File: config.mk
export PLATFORM = sky130hd
export DESIGN_NAME = pma_pattern_test_align
export DESIGN_NICKNAME = d
export VERILOG_FILES = /design/src/pattern_test_pkg.sv /design/src/sync_2ff.sv /design/src/pma_pattern_test_align.sv
export SDC_FILE = /design/constraint.sdc
export NUM_CORES = 1
export LEC_CHECK = 0
export BUFFER_PORTS_ARGS = -buffer_cell sky130_fd_sc_hd__buf_2
export CAP_MARGIN = 10
export CORE_ASPECT_RATIO = 1.4
export CORE_MARGIN = 1
export CORE_UTILIZATION = 25
export CTS_CLUSTER_DIAMETER = 200
export DETAILED_ROUTE_END_ITERATION = 8
export GPL_ROUTABILITY_DRIVEN = 0
export GPL_TIMING_DRIVEN = 0
export PLACE_DENSITY = 0.42
export SLEW_MARGIN = 20
export SYNTH_ARGS = -nofsm -noshare
export SYNTH_HDL_FRONTEND = slang
export SYNTH_SLANG_ARGS = --single-unit
File: constraint.sdc
create_clock -name i_sys_clk -period 3.95 [get_ports i_sys_clk]
set_input_delay 0.1975 -clock i_sys_clk [delete_from_list [all_inputs] [get_ports i_sys_clk]]
set_output_delay 0.1975 -clock i_sys_clk [all_outputs]
set_load 0.05 [all_outputs]
File: src/pattern_test_pkg.sv
// constants shared by the lane pattern test logic
// assumes a 40-bit raw media-attach lane and a 40 MHz system clock
package pattern_test_pkg;

    // lane word width and fixed patterns
    localparam int          DATA_W       = 40;
    localparam int          PRBS_W       = 7;
    localparam logic [39:0] COMMA_WORD   = 40'h3EB053EB05;
    localparam logic [6:0]  PRBS_SEED    = 7'h7F;
    localparam logic [39:0] COUNT_START  = 40'h0000000000;

    // register offsets (byte addresses)
    localparam logic [7:0]  OFS_CTRL     = 8'h00;
    localparam logic [7:0]  OFS_STATUS   = 8'h04;
    localparam logic [7:0]  OFS_ERR_CNT  = 8'h08;
    localparam logic [7:0]  OFS_IRQ_STAT = 8'h0C;
    localparam logic [7:0]  OFS_IRQ_CLR  = 8'h10;
    localparam logic [7:0]  OFS_IRQ_EN   = 8'h14;

    // control fields
    localparam int          CTRL_RELEASE = 0;
    localparam int          CTRL_MODE    = 1;

    // status fields
    localparam int          STS_DONE     = 0;
    localparam int          STS_TX_OK    = 1;
    localparam int          STS_RX_OK    = 2;
    localparam int          STS_IDLE     = 3;
    localparam int          STS_SEEDED   = 4;

    // interrupt event fields
    localparam int          EV_W         = 3;
    localparam int          EV_MISMATCH  = 0;
    localparam int          EV_ALIGNED   = 1;
    localparam int          EV_IDLE      = 2;

    // alignment state machine
    typedef enum logic [1:0] {
        ALIGN_HUNT    = 2'b00,
        ALIGN_SLIP_HI = 2'b01,
        ALIGN_SLIP_LO = 2'b10,
        ALIGN_DONE    = 2'b11
    } align_t;

endpackage

File: src/sync_2ff.sv
// two-stage synchroniser for a bundle of asynchronous inputs
// assumes every bit is sampled only by the second stage
module sync_2ff
    #(parameter int WIDTH = 1)
(
    // clock and reset
    input  wire logic             i_sys_clk,
    input  wire logic             i_rst,
    // bundle
    input  wire logic [WIDTH-1:0] i_async,
    output logic      [WIDTH-1:0] o_sync
);

    typedef struct packed {
        logic [WIDTH-1:0] meta;
        logic [WIDTH-1:0] held;
    } sync_t;

    sync_t st_reg;
    sync_t st_next;

    initial begin
        if (WIDTH < 1) $error("sync_2ff: WIDTH must be at least 1");
    end

    always_comb begin
        st_next.meta = i_async;
        st_next.held = st_reg.meta;
    end

    always_ff @(posedge i_sys_clk) begin
        if (i_rst) begin
            st_reg <= '0;
        end else begin
            st_reg <= st_next;
        end
    end

    assign o_sync = st_reg.held;

endmodule

File: src/pma_pattern_test_align.sv
// pattern generator, prbs checker, bit-slip aligner and counter checker
// assumes lane clocks are far slower than i_sys_clk and sampled by it
// Operation
// - prbs mode sends a fresh 40-bit prbs7 word on each transmit clock.
// - prbs checker seeds from received words and predicts the next word.
// - a received prbs word differing from prediction raises the error flag.
// - checking waits until the lane reports valid receive data.
// - lane words are 40 bits; the lane runs raw at 200 Mbps.
// - bit-slip mode sends the comma pattern until alignment is done.
// - the aligner compares each word received in the hunt state with the comma pattern.
// - the aligner keeps requesting slips until a comma word arrives.
// - a received comma sets alignment-done, starting generator and checker.
// - after alignment the generator sends a counter rising by one per word.
// - the counter checker flags any word differing from its expected value.
// - each slip request moves the lane word boundary by one bit.
// - slips trigger on rising edges; the request returns low between slips.
// - transmit logic follows the transmit clock, receive logic the receive.
// - the lane's transmit-stable and receive-ready flags gate the test logic.
// - the lane's electrical-idle flag is observed and reported.
module pma_pattern_test_align
    import pattern_test_pkg::*;
    #(parameter int SLIP_SETTLE = 2,
      parameter int ERR_CNT_W   = 16)
(
    // system clock and reset
    input  wire logic              i_sys_clk,
    input  wire logic              i_rst,
    // lane clocks and flags
    input  wire logic              i_tx_regional_clock,
    input  wire logic              i_rx_regional_clock,
    input  wire logic              i_tx_path_stable,
    input  wire logic              i_rx_path_ready,
    input  wire logic              i_rx_word_valid,
    input  wire logic              i_rx_electrical_idle,
    // lane data
    input  wire logic [DATA_W-1:0] i_rx_data,
    output logic      [DATA_W-1:0] o_tx_data,
    output logic                   o_lane_bit_slip_request,
    output logic                   o_coding_layer_reset_n,
    output logic                   o_media_attach_reset_n,
    // register port
    input  wire logic [7:0]        i_reg_addr,
    input  wire logic [31:0]       i_reg_wdata,
    input  wire logic              i_reg_write,
    input  wire logic              i_reg_read,
    output logic      [31:0]       o_reg_rdata,
    // status
    output logic                   o_irq,
    output logic                   o_align_done,
    output logic                   o_pattern_error
);

    localparam int SET_W = $clog2(SLIP_SETTLE + 1);
    localparam int SYNC_W = DATA_W + 6;

    initial begin
        if (SLIP_SETTLE < 1) $error("SLIP_SETTLE must be at least 1");
        if (ERR_CNT_W < 1 || ERR_CNT_W > 32) $error("ERR_CNT_W 1..32");
    end

    typedef struct packed {
        logic                tx_clk_q;
        logic                rx_clk_q;
        logic                idle_q;
        logic [DATA_W-1:0]   tx_data;
        logic [PRBS_W-1:0]   gen_prbs;
        logic [DATA_W-1:0]   gen_count;
        logic [PRBS_W-1:0]   chk_prbs;
        logic                chk_seeded;
        logic [DATA_W-1:0]   chk_expect;
        logic                pattern_error;
        align_t              align;
        logic [SET_W-1:0]    settle;
        logic                slip;
        logic                align_done;
        logic                lane_release;
        logic                mode_slip;
        logic [ERR_CNT_W-1:0] err_count;
        logic [EV_W-1:0]     irq_stat;
        logic [EV_W-1:0]     irq_en;
        logic                irq;
        logic [31:0]         rdata;
    } state_t;

    state_t st_reg;
    state_t st_next;

    // one prbs7 (x^7 + x^6 + 1) word: {next state, word}, bit 0 sent first
    function automatic logic [PRBS_W+DATA_W-1:0] prbs_step(
        input logic [PRBS_W-1:0] seed);
        logic [PRBS_W-1:0] s;
        logic [DATA_W-1:0] w;
        s = seed;
        w = '0;
        for (int i = 0; i < DATA_W; i++) begin
            w[i] = s[6] ^ s[5];
            s    = {s[5:0], w[i]};
        end
        return {s, w};
    endfunction

    // state that the last seven bits of a word leave behind
    function automatic logic [PRBS_W-1:0] prbs_seed_of(
        input logic [DATA_W-1:0] w);
        logic [PRBS_W-1:0] s;
        s = '0;
        for (int i = 0; i < PRBS_W; i++) begin
            s[i] = w[DATA_W-1-i];
        end
        return s;
    endfunction

    // every lane signal crosses through the same two stages
    logic [SYNC_W-1:0] sync_out;
    logic [DATA_W-1:0] rx_data_s;
    logic              tx_clk_s;
    logic              rx_clk_s;
    logic              tx_stable_s;
    logic              rx_ready_s;
    logic              rx_valid_s;
    logic              idle_s;

    sync_2ff #(.WIDTH(SYNC_W)) lane_sync (
        .i_sys_clk (i_sys_clk),
        .i_rst     (i_rst),
        .i_async   ({i_rx_data, i_tx_regional_clock, i_rx_regional_clock,
                     i_tx_path_stable, i_rx_path_ready, i_rx_word_valid,
                     i_rx_electrical_idle}),
        .o_sync    (sync_out)
    );

    assign {rx_data_s, tx_clk_s, rx_clk_s, tx_stable_s,
            rx_ready_s, rx_valid_s, idle_s} = sync_out;

    logic                     tx_edge;
    logic                     rx_sample;
    logic                     rx_take;
    logic                     prbs_mismatch;
    logic                     cnt_mismatch;
    logic [EV_W-1:0]          events;
    logic [PRBS_W+DATA_W-1:0] tx_step;
    logic [PRBS_W+DATA_W-1:0] rx_pred;

    // transmit words launch on the lane clock's rising edge; receive words
    // are taken on its falling edge, mid-word, where the data is settled
    assign tx_edge   = tx_clk_s & ~st_reg.tx_clk_q;
    assign rx_sample = ~rx_clk_s & st_reg.rx_clk_q;
    assign rx_take   = rx_sample & rx_ready_s & rx_valid_s & ~idle_s;
    assign tx_step   = prbs_step(st_reg.gen_prbs);
    assign rx_pred   = prbs_step(st_reg.chk_prbs);
    // words still in flight while the lane is parked are never judged
    assign prbs_mismatch = rx_take & st_reg.lane_release & ~st_reg.mode_slip
                         & st_reg.chk_seeded
                         & (rx_data_s != rx_pred[DATA_W-1:0]);
    assign cnt_mismatch  = rx_take & st_reg.lane_release & st_reg.mode_slip
                         & (st_reg.align == ALIGN_DONE) & st_reg.chk_seeded
                         & (rx_data_s != st_reg.chk_expect);

    always_comb begin
        st_next = st_reg;
        st_next.tx_clk_q      = tx_clk_s;
        st_next.rx_clk_q      = rx_clk_s;
        st_next.idle_q        = idle_s;
        st_next.pattern_error = 1'b0;
        st_next.rdata         = '0;
        events                = '0;

        if (!st_reg.lane_release) begin
            // lane held in reset: datapath parked
            st_next.tx_data    = '0;
            st_next.gen_prbs   = PRBS_SEED;
            st_next.gen_count  = COUNT_START;
            st_next.chk_seeded = 1'b0;
            st_next.align      = ALIGN_HUNT;
            st_next.settle     = '0;
            st_next.slip       = 1'b0;
            st_next.align_done = 1'b0;
        end else begin
            if (tx_edge && tx_stable_s) begin
                if (!st_reg.mode_slip) begin
                    {st_next.gen_prbs, st_next.tx_data} = tx_step;
                end else if (!st_reg.align_done) begin
                    st_next.tx_data = COMMA_WORD;
                end else begin
                    st_next.tx_data   = st_reg.gen_count;
                    st_next.gen_count = st_reg.gen_count + 40'h0000000001;
                end
            end
            if (rx_take && !st_reg.mode_slip) begin
                // reseeding from every word keeps a single bit error local
                st_next.chk_prbs   = prbs_seed_of(rx_data_s);
                st_next.chk_seeded = 1'b1;
            end
            if (rx_sample && st_reg.mode_slip) begin
                unique case (st_reg.align)
                    ALIGN_HUNT: begin
                        if (rx_take && rx_data_s == COMMA_WORD) begin
                            st_next.align      = ALIGN_DONE;
                            st_next.align_done = 1'b1;
                            events[EV_ALIGNED] = 1'b1;
                        end else if (rx_take) begin
                            st_next.slip  = 1'b1;
                            st_next.align = ALIGN_SLIP_HI;
                        end
                    end
                    ALIGN_SLIP_HI: begin
                        st_next.slip   = 1'b0;
                        st_next.settle = SET_W'(SLIP_SETTLE - 1);
                        st_next.align  = ALIGN_SLIP_LO;
                    end
                    ALIGN_SLIP_LO: begin
                        // let the shifted boundary reach the fabric first
                        if (st_reg.settle == '0) begin
                            st_next.align = ALIGN_HUNT;
                        end else begin
                            st_next.settle = st_reg.settle - 1'b1;
                        end
                    end
                    ALIGN_DONE: begin
                        // commas still in flight are skipped before seeding
                        if (rx_take && !st_reg.chk_seeded
                                && rx_data_s != COMMA_WORD) begin
                            st_next.chk_seeded = 1'b1;
                            st_next.chk_expect = rx_data_s + 40'h0000000001;
                        end else if (rx_take && st_reg.chk_seeded) begin
                            st_next.chk_expect = st_reg.chk_expect
                                               + 40'h0000000001;
                        end
                    end
                endcase
            end
        end

        if (prbs_mismatch || cnt_mismatch) begin
            st_next.pattern_error = 1'b1;
            events[EV_MISMATCH]   = 1'b1;
            if (st_reg.err_count != '1) begin
                st_next.err_count = st_reg.err_count + 1'b1;
            end
        end
        events[EV_IDLE] = idle_s & ~st_reg.idle_q;

        // register writes
        if (i_reg_write) begin
            unique case (i_reg_addr)
                OFS_CTRL: begin
                    st_next.lane_release = i_reg_wdata[CTRL_RELEASE];
                    st_next.mode_slip    = i_reg_wdata[CTRL_MODE];
                end
                OFS_ERR_CNT: st_next.err_count = '0;
                OFS_IRQ_EN:  st_next.irq_en    = i_reg_wdata[EV_W-1:0];
                default: ;
            endcase
        end
        // a new event outranks a clear in the same cycle
        if (i_reg_write && i_reg_addr == OFS_IRQ_CLR) begin
            st_next.irq_stat = (st_reg.irq_stat & ~i_reg_wdata[EV_W-1:0])
                             | events;
        end else begin
            st_next.irq_stat = st_reg.irq_stat | events;
        end
        st_next.irq = |(st_next.irq_stat & st_next.irq_en);

        // register reads, answered next cycle
        if (i_reg_read) begin
            unique case (i_reg_addr)
                OFS_CTRL: begin
                    st_next.rdata[CTRL_RELEASE] = st_reg.lane_release;
                    st_next.rdata[CTRL_MODE]    = st_reg.mode_slip;
                end
                OFS_STATUS: begin
                    st_next.rdata[STS_DONE]   = st_reg.align_done;
                    st_next.rdata[STS_TX_OK]  = tx_stable_s;
                    st_next.rdata[STS_RX_OK]  = rx_ready_s;
                    st_next.rdata[STS_IDLE]   = idle_s;
                    st_next.rdata[STS_SEEDED] = st_reg.chk_seeded;
                end
                OFS_ERR_CNT:  st_next.rdata[ERR_CNT_W-1:0] = st_reg.err_count;
                OFS_IRQ_STAT: st_next.rdata[EV_W-1:0] = st_reg.irq_stat;
                OFS_IRQ_EN:   st_next.rdata[EV_W-1:0] = st_reg.irq_en;
                default: ;
            endcase
        end
    end

    always_ff @(posedge i_sys_clk) begin
        if (i_rst) begin
            st_reg <= '0;
        end else begin
            st_reg <= st_next;
        end
    end

    assign o_tx_data               = st_reg.tx_data;
    assign o_lane_bit_slip_request = st_reg.slip;
    assign o_coding_layer_reset_n  = st_reg.lane_release;
    assign o_media_attach_reset_n  = st_reg.lane_release;
    assign o_reg_rdata             = st_reg.rdata;
    assign o_irq                   = st_reg.irq;
    assign o_align_done            = st_reg.align_done;
    assign o_pattern_error         = st_reg.pattern_error;
endmodule

* Word level (Yosys, flattened, before mapping)
Index checks and enable logic that the tools add are counted.
** Operators by class
- Bitwise logic cells :: 107
- Add/sub/neg operators :: 5
- Equality and inequality tests :: 20
- Mux-type cells :: 37
- Reductions and logical operators :: 31
** Operators with widths (count)
- 40-bit 2-to-1 mux :: 6
- 40-bit by 1-bit adder with 40-bit output (second input constant) :: 3
- 47-bit 2-to-1 mux :: 2
- 41-bit 2-to-1 mux :: 2
- 40-bit inequality test :: 2
- 1-bit XOR :: 80
- 16-bit 2-to-1 mux :: 4
- 40-bit by 38-bit == test with 1-bit output (second input constant) :: 1
- 40-bit by 38-bit inequality test with 1-bit output (second input constant) :: 1
- 16-bit by 1-bit adder with 16-bit output (second input constant) :: 1
- 8-bit by 4-bit == test with 1-bit output (second input constant) :: 2
- 8-bit by 5-bit == test with 1-bit output (second input constant) :: 2
- 16-bit inequality test (second input constant) :: 1
- 1-bit bitwise AND :: 14
- 4-bit AND reduction :: 3
- 2-bit inequality test (second input constant) :: 5
- 2-bit case mux with 5 select lines :: 1
- 3-bit 2-to-1 mux :: 3
- 3-bit AND reduction :: 3
- 8-bit by 3-bit == test with 1-bit output (second input constant) :: 1
- 1-bit logical AND :: 8
- 8-bit zero test :: 1
- 1-bit 2-to-1 mux :: 8
- 2-bit 2-to-1 mux :: 4
- 23 further kinds :: 42
** Word-level totals
- Input bits :: 90
- Register bits :: 294
- Output and inout port bits :: 78
- Logic and storage cells :: 225

* Depth between registers and ports, before layout
Gate-level depths: netlist of run 1.
- Word-level depth :: 16
- Depth in mapped cells :: 18
- Gate-level depth less buffers :: 14

* Hierarchy
Synthesis of run 1 repeated with hierarchy kept, for this count alone.
** Second synthesis, totals
- Cell total of the unflattened synthesis :: 1833
- Area, all modules :: 15168.3 um2
** By module, submodules not included
- pma_pattern_test_align :: area each 12644.6 um2, sequential area each 3723.6 um2, instances 1, cells each 1639
- sync_2ff :: area each 2523.7 um2, sequential area each 1841.8 um2, instances 1, cells each 194

* Worst setup path before layout of run 1
Ideal clock, no wire load.
- Path type :: flip-flop to flip-flop
- Start :: register lane_sync.st_reg (netlist bit lane_sync.o_sync[10])
- End :: register st_reg[102] in the netlist's numbering
- Arrival time :: 4.096 ns
- Stages on the path, launching flop included :: 19
- Slack :: -0.216 ns
- Required time :: 3.880 ns
- Buffers on the path :: 4
- Setup time :: 0.070 ns
- Clock period less this slack :: 4.166 ns
- Path through :: dfxtp_1 -> buf_6 -> or4_4 -> nor4_4 -> nand4_4 -> nand2_1 -> buf_2 -> buf_2 -> buf_2 -> nand2_1 -> nand2_1 -> ha_1 -> inv_1 -> nor4_1 -> nand3_1 -> a22oi_2 -> a21boi_1 -> mux2_2 -> a21oi_1
** On the way
- Longest elaborated chain between the ends :: 4
- Elaborated cells between the ends (all ways) :: 6
- Classes of those cells :: 1 x add/sub; 1 x eq/ne; 1 x mux; 3 x reduce/logical
** Ends and longest elaborated chain
- start: declaration :: line sync_2ff.sv:19 : sync_t st_reg;
- start signal: assignment :: line sync_2ff.sv:35 : st_reg <= st_next;
- branches (longest 4 deep; another with 40-bit by 1-bit adder with 40-bit output)
- end signal: assignment :: line pma_pattern_test_align.sv:290 : st_reg <= st_next;
- end: declaration :: line pma_pattern_test_align.sv:85 : state_t st_reg;
Several ways; the timed one is not identified.
A chain may end at the register's enable or synchronous reset.

* Worst setup path after layout of run 1
- Start :: register lane_sync.st_reg (netlist bit lane_sync.o_sync[42])
- End :: register st_reg[88] in the netlist's numbering
** On the way
- Longest elaborated chain between the ends :: 4
- Elaborated cells between the ends (all ways) :: 5
- Classes of those cells :: 1 x eq/ne; 1 x mux; 3 x reduce/logical
** Ends and longest elaborated chain
- 40-bit by 38-bit inequality test with 1-bit output (*) :: line pma_pattern_test_align.sv:222 : && rx_data_s != COMMA_WORD) begin
- 1-bit logical AND (*) :: line pma_pattern_test_align.sv:222
- 2-bit nonzero test (no source line)
- 4-bit AND reduction (no source line)
Every way passes the cells marked *; elsewhere a longest branch is shown, timed or not.

==> metrics.md, run 1 <==
| Metric | Value |
|---|---|
| Status | complete, no violations |
| Final hold slack | around 0.027 ns |
| Crit. Startpoint | lane_sync.o_sync[42] |
| Reg clk slew, reported paths | 0.06 ns |
| First-pass GRT wire length | between 80 and 90 mm |
| I/O pins | between 150 and 200 |
| Max reg flops | 125 |
| Final Cycle Share | between 90 and 100% |
| Register area share after synthesis | roughly 36% |
| Die X | roughly 210 um |
| Starting DRT DRC Count | 1071 |
| Vias in the first global route | about 14000 |
| Post-Synth Simple-Gate Area | between 20% and 30% |
| Htree depth | 2 |
| Initial antenna violation count | 0 |
| Worst EP arrival | 4.27 ns |
| LEAKAGE | ~7.2 nW |
| Cell taking the most area after synthesis | dfxtp_1 |
| Layout cells sized above 1 | 18.8% |
| Routed via count divided by cell count | just under 5 |
| Compound-Gate Fraction of Synth Area | 13.8% |
| Max VDD drop | around 0.23 mV |
| RSZ-0062 raised after global routing | false |
| Register area | roughly 5600 um2 |
| Final #Nets | 2184 |
| Slew at the pin closest to its max-slew limit | 1.04 ns |
| Post-DRT Antenna Nets | 0 |
| Area of the core | 60900 um2 |
| Clock latency on the worst-skew pair | about 0.56 ns |
| Clock root buffer | clkbuf_16 |
| Adder-cell share of the synthesized area | less than 1% |
| Synth unique cells | 90 |
| Max-cap violations | 0 |
| Post-Synth XOR/XNOR Area | a little over a tenth |
| CP endpoint kind | register |
| Mux cell area share after synthesis | ~5% |
| GRT overflow | 0 |
| GRT Total Usage | 19.0% |
| WL/cell | roughly 20 um |
| Synth warn | 0 |
| Synthesized area per cell | roughly 8.3 um2 |
| Vias | ~15000 |
| CP Class | reg2reg |
| CTS tree | built |
| TritonCTS Buffers | 35 |
| Area Growth Syn to Fin | 24.8% |
| Asr flop ratio synth | 0% |
| Worst Skew | about 0.026 ns |
| Minimum clock period | 3.88 ns |
| Die Y | between 200 and 300 um |
| Setup TNS | 0 ns |
| Rel. slew slack | a little under a third |
| Largest family of logic cells by synthesized area | simple AND/OR/NAND/NOR gates |
| DR pass1 iterations | 8 |
| Cell count after synthesis | about 1900 |
| Routed wire length | about 60 mm |
| Final Max Tran Viols | 0 |
| Final hold vios | 0 |
| Detail Placement HPWL | between 40 and 50 mm |
| DR DRC count | 0 |
| Row cnt | around 110 |
| #FFs+latches synth | roughly 280 |
| Fmax | between 200 and 300 MHz |
| Power density over the cells | between 300 and 400 nW/um2 |
| Total Power | between 7 and 8 mW |
| Clock Tree Buf Depth | 3 |
| Area contributors post-synth | dfxtp_1, xor2_1, nand2_1, nor2b_1, xnor2_1 |
| Port buffer count | 121 |
| Final Util | a little under a third |
| Number of enable flip-flop cells after synthesis | 0 |
| R2r startpoint | lane_sync.o_sync[42] |
| Worst Path Max Fanout | 10 |
| Most used flip-flop cell after synthesis | dfxtp_1 |
| Final setup viols | 0 |
| Clock sinks | 278 |
| Fill count | ~6500 |
| Largest net degree at the start of global routing | 20 |
| Worst Hold Launch | i_reg_addr[1] |
| Synth Cell Area | around 15000 um2 |
| Worst EP required | 4.34 ns |
| Startpoint Class | register |
| Worst Hold Class | in2reg |
| Area share of the largest cell type after synthesis | a little over a third |
| Area of the multi-input gates | 8780 um2 |
| Initial Utilization | 25.4% |
| Die footprint | around 63000 um2 |
## cells in the final DEF, fill, tap and decap left out, types with 9 or more instances in the layout
cell           instances
inv_1                 24
nor2b_1              106
buf_4                109
nor4_1                21
or3_1                 23
o211ai_1               9
and2_1                22
buf_2                136
dlygate4sd3_1         49
nor3_1                40
clkbuf_16             35
buf_6                 11
dfxtp_2               15
nand3_1               61
o21ai_0               72
o2111ai_1             14
a221oi_1              14
xnor2_1               69
xor2_1               108
dfxtp_1              263
nand2b_1              18
a21oi_1               82
mux2_2                14
a211oi_1              17
o221ai_1              11
a31oi_1               33
nand4_1               43
and4_1                11
conb_1                16
and3_1                33
clkbuf_1              82
mux2i_1               49
a22oi_1                9
nand2_1              206
nor2_1               118
## power by group
group	leakage, nW	total, mW	internal, mW	switching [mW]
clock network	0.631	3.64	2.28	1.36
logic	4.32	0.492	0.209	0.283
registers	2.27	2.93	2.86	0.0712
total	7.22	7.07	5.35	1.72
## final cells by class
class                      count  area share [%]
multi-input combinational   1351            45.5
sequential                   278            29.0
timing repair buffer         198            6.79
buffer                       197            6.16
tap                          817            5.30
clock buffer                  44            5.03
clock inverter                18            1.69
inverter                      25           0.513
antenna                        1          0.0130
## metal layers
layer,part of all wire (%),GRT usage (%),up-vias
met1,38,20.1,6890
met4,6.3,12.1,0
met5,0,0,-
met3,5.4,3.25,203
met2,50,34.7,569
li1,-,-,6850
## worst max-delay path, stage by stage, from the launching register on
cell and delay, ns:
dfxtp_1 0.30, clkbuf_1 0.29, and3_1 0.35, and4_4 0.26, nor2_4 0.22, buf_6 0.22, buf_4 0.25, nand2_1 0.08
nand2_1 0.14, ha_4 0.21, inv_6 0.06, nor4_4 0.31, nand3_4 0.17, and2_1 0.28, nor3b_2 0.22, mux2i_1 0.23
a31oi_1 0.11
## cells in the mapped netlist, drive strengths merged, types with 6 or more instances
| cell type | count |
|---|---|
| a211oi | 17 |
| a21o | 8 |
| a21oi | 84 |
| a221oi | 14 |
| a22oi | 11 |
| a31oi | 33 |
| and2 | 22 |
| and3 | 33 |
| and4 | 12 |
| buf | 120 |
| clkbuf | 100 |
| dfxtp | 278 |
| ha | 8 |
| inv | 25 |
| mux2 | 18 |
| mux2i | 50 |
| nand2 | 210 |
| nand2b | 18 |
| nand3 | 63 |
| nand3b | 7 |
| nand4 | 44 |
| nor2 | 120 |
| nor2b | 106 |
| nor3 | 41 |
| nor4 | 26 |
| o2111ai | 14 |
| o211ai | 10 |
| o21ai | 81 |
| o221ai | 11 |
| o22ai | 6 |
| o31ai | 6 |
| or3 | 23 |
| or4 | 6 |
| xnor2 | 70 |
| xor2 | 109 |
## path summary, 6_finish.rpt
kind	cells after the start	endpoint	slack, ns
worst max-delay path	16	st_reg[88]	0.07
worst max register to register	16	st_reg[88]	0.07
worst min-delay path	4	o_reg_rdata[2]	0.03
worst min register to register	1	lane_sync.o_sync[37]	0.43
## cells by family (layout without fill, tap and decap cells)
group	count (synthesis)	in the layout
AND/OR/NAND/NOR	747	747
AO/OA/AOI/OAI	326	326
flip-flops	278	278
buffers and inverters	245	482
XOR/XNOR	183	183
multiplexers	71	71
adder cells (fa/ha/maj)	8	8
other	1	17
## per-stage QoR
stage,area [um2],setup slack [ns],std cells
6_report,19300,0.0670,2929
3_5_place_dp,17200,-1.82,2812
5_1_grt,19300,0.00293,2928
3_3_place_gp,17200,-1.89,2812
2_1_floorplan,15500,0.0118,1874
4_1_cts,19100,-0.0207,2916
## what timing repair did
| item | CTS | global route |
|---|---|---|
| hold buffers | 49 | 0 |
| gates resized for setup | 36 | 36 |
| endpoints found under the hold margin | 51 | 0 |
| buffers inserted | 9 | 19 |
| setup endpoints to repair | 19 | 11 |
| pin swaps | 9 | 12 |
No activity file was read; power rests on OpenSTA's default activity.
==> run 2, diff against run 1 <==
- PLACE_DENSITY: 0.42 -> 0.41
- clock period: 3.95 -> 3.66 ns (I/O delays scaled with it)
==> run 2 against run 1 <==
Against the previous run: the run now ends with negative setup slack left; clock power decreased by 2%; first-iteration DRC count is 4.2% lower; die area unchanged; design area grew 0.13%; clock skew down 0.0022 ns; register-to-register slack got worse by 0.11 ns; largest cell class unchanged.
==> metrics.md, run 2 (synthesis gave the netlist of run 1 again) <==
| Metric | Value |
|---|---|
| Final hold vios | 0 |
| Initial antenna violation count | 2 |
| Max reg flops | roughly 130 |
| Row cnt | roughly 110 |
| Final Cycle Share | 101% |
| Final Util | a little under a third |
| Detail Placement HPWL | 45.3 mm |
| WL/cell | 20.9 um |
| Worst EP arrival | 4.18 ns |
| Minimum clock period | approximately 3.7 ns |
| Die X | about 210 um |
| Fmax | 270 MHz |
| Die Y | between 200 and 300 um |
| Die footprint | 62800 um2 |
| Largest net degree at the start of global routing | 20 |
| Clock Tree Buf Depth | 3 |
| Startpoint Class | register |
| Worst Hold Class | in2reg |
| Vias | between 10000 and 15000 |
| DR pass1 iterations | 7 |
| R2r startpoint | lane_sync.o_sync[11] |
| Most common cell after layout, fill and taps aside | dfxtp_1 |
| Crit. Startpoint | lane_sync.o_sync[11] |
| Max VDD drop | between 0.2 and 0.3 mV |
| Clock latency on the worst-skew pair | about 0.56 ns |
| Area of the core | ~60000 um2 |
| Grt met2 use | about a third |
| Max-cap violations | 0 |
| CP Class | reg2reg |
| GRT Total Usage | between 10% and 20% |
| Rel. slew slack | 31.8% |
| Initial Utilization | 25.4% |
| Starting DRT DRC Count | roughly 1000 |
| R2r setup slk | -0.04 ns |
| Commonest cells after routing, fill and taps aside | dfxtp_1, nand2_1, buf_2 |
| CTS tree | built |
| Routed wire length | 61.2 mm |
| CP endpoint kind | register |
| Final Max Tran Viols | 0 |
| Vias in the first global route | 14100 |
| Finished Cell Area | around 19000 um2 |
| Worst EP required | a little over 4 ns |
| Worst Path Max Fanout | 5 |
| Post-route worst setup slack | -0.0387 ns |
| Global route hottest layer | met2 |
| Clock sinks | 278 |
| TritonCTS Buffers | 34 |
| Reg clk slew, reported paths | around 0.060 ns |
| Final #Nets | 2192 |
| Layout cells sized above 1 | 19.7% |
| Routing usage on met1 | a little over a fifth |
| N_diodes | 0 |
| Port buffer count | around 120 |
| Area Growth Syn to Fin | 25.0% |
| RSZ-0062 raised after global routing | true |
| GRT overflow | 0 |
| Final setup viols | 2 |
| Status | complete, but fails checks |
| Post-DRT Antenna Nets | 0 |
| Clock root buffer | clkbuf_16 |
| Routed via count divided by cell count | 4.93 |
| LEAKAGE | between 7 and 8 nW |
| I/O pins | approximately 170 |
| M3 GR Usage | 3.08% |
| Power density over the cells | around 380 nW/um2 |
| Htree depth | 2 |
| Placed Area | approximately 17000 um2 |
| Slew at the pin closest to its max-slew limit | 1.02 ns |
| Worst Skew | approximately 0.023 ns |
| CP Capture Point | st_reg[102] |
| R2r endpoint | st_reg[102] |
| First-pass GRT wire length | between 80 and 90 mm |
| Final hold slack | roughly 0.075 ns |
| R2R depth | 18 |
| Failing checks | negative setup slack |
| DR DRC count | 0 |
==> run 2: cell count changes in the layout (fill, tap and decap cells not counted), moves of 3 or more <==
| cell | previous run | this run |
|---|---|---|
| clkbuf_1 | 82 | 74 |
| buf_4 | 109 | 115 |
| clkbuf_2 | 0 | 5 |
| bufinv_16 | 8 | 4 |
| clkinv_2 | 3 | 7 |
| nand2_4 | 2 | 5 |
==> run 2: worst min path at each step <==
stage               cells after the start                    end                 start  slack (ns)
finish                                  5         o_reg_rdata[2]         i_reg_addr[6]        0.07
floorplan                               1   lane_sync.st_next[0]  i_rx_electrical_idle        0.31
detailed placement                      2  lane_sync.st_next[17]         i_rx_data[11]        0.40
global placement                        2  lane_sync.st_next[17]         i_rx_data[11]        0.40
global route                            5         o_reg_rdata[2]         i_reg_addr[6]        0.10
CTS                                     5         o_reg_rdata[2]         i_reg_addr[6]        0.06
==> run 2: metal layers <==
metal  routed length (um)  up-vias
met4                 3540        0
met5                    0        -
li1                     -     6858
met2                31000      564
met3                 3270      182
met1                23400     6840
==> run 2: through the flow <==
stage	std cells	worst slack, ns	total power [mW]	TNS (ns)
final	2931	-0.0387	7.27	-0.0398
after global routing	2931	-0.145	7.54	-0.755
after CTS	2920	-0.133	7.38	-0.605
after detailed placement	2812	-1.65	3.72	-23.38
after global placement	2812	-1.70	3.72	-23.05
after floorplan	1874	0.00502	3.52	0
==> run 2: what timing repair did <==
action	CTS	global route
hold buffers	51	0
setup buffers	22	15
pin swaps	16	18
resized for setup	54	33
setup endpoints to repair	32	22
hold endpoints to repair	54	0
==> run 2: final cells by class <==
class | count | area (um2)
clock inverter | 16 | 208
timing repair buffer | 209 | 1400
buffer | 195 | 1190
sequential | 278 | 5580
clock buffer | 40 | 945
multi-input combinational | 1351 | 8870
fill | 6458 | 41600
inverter | 25 | 98.8
tap | 817 | 1020
==> run 2: where the power goes <==
group          total [mW]  switching [mW]  leakage [nW]  internal (mW)
sequential           3.17          0.0815          2.27           3.09
clock                3.57            1.44         0.570           2.13
combinational       0.534           0.307          4.46          0.226
total                7.27            1.83          7.30           5.44
==> run 2: critical path, cell delays in order, from the launching register on <==
cell and delay, ns:
dfxtp_2 0.31, buf_6 0.12, or4b_4 0.54, nor4_4 0.21
buf_4 0.18, nand4_4 0.15, nand2_4 0.17, buf_12 0.13
buf_12 0.10, nand2_4 0.05, nand2_4 0.08, ha_4 0.19
inv_6 0.06, nor4_4 0.23, nand3_4 0.17, a22oi_2 0.26
a21boi_2 0.23, mux2_4 0.32, a21oi_2 0.10
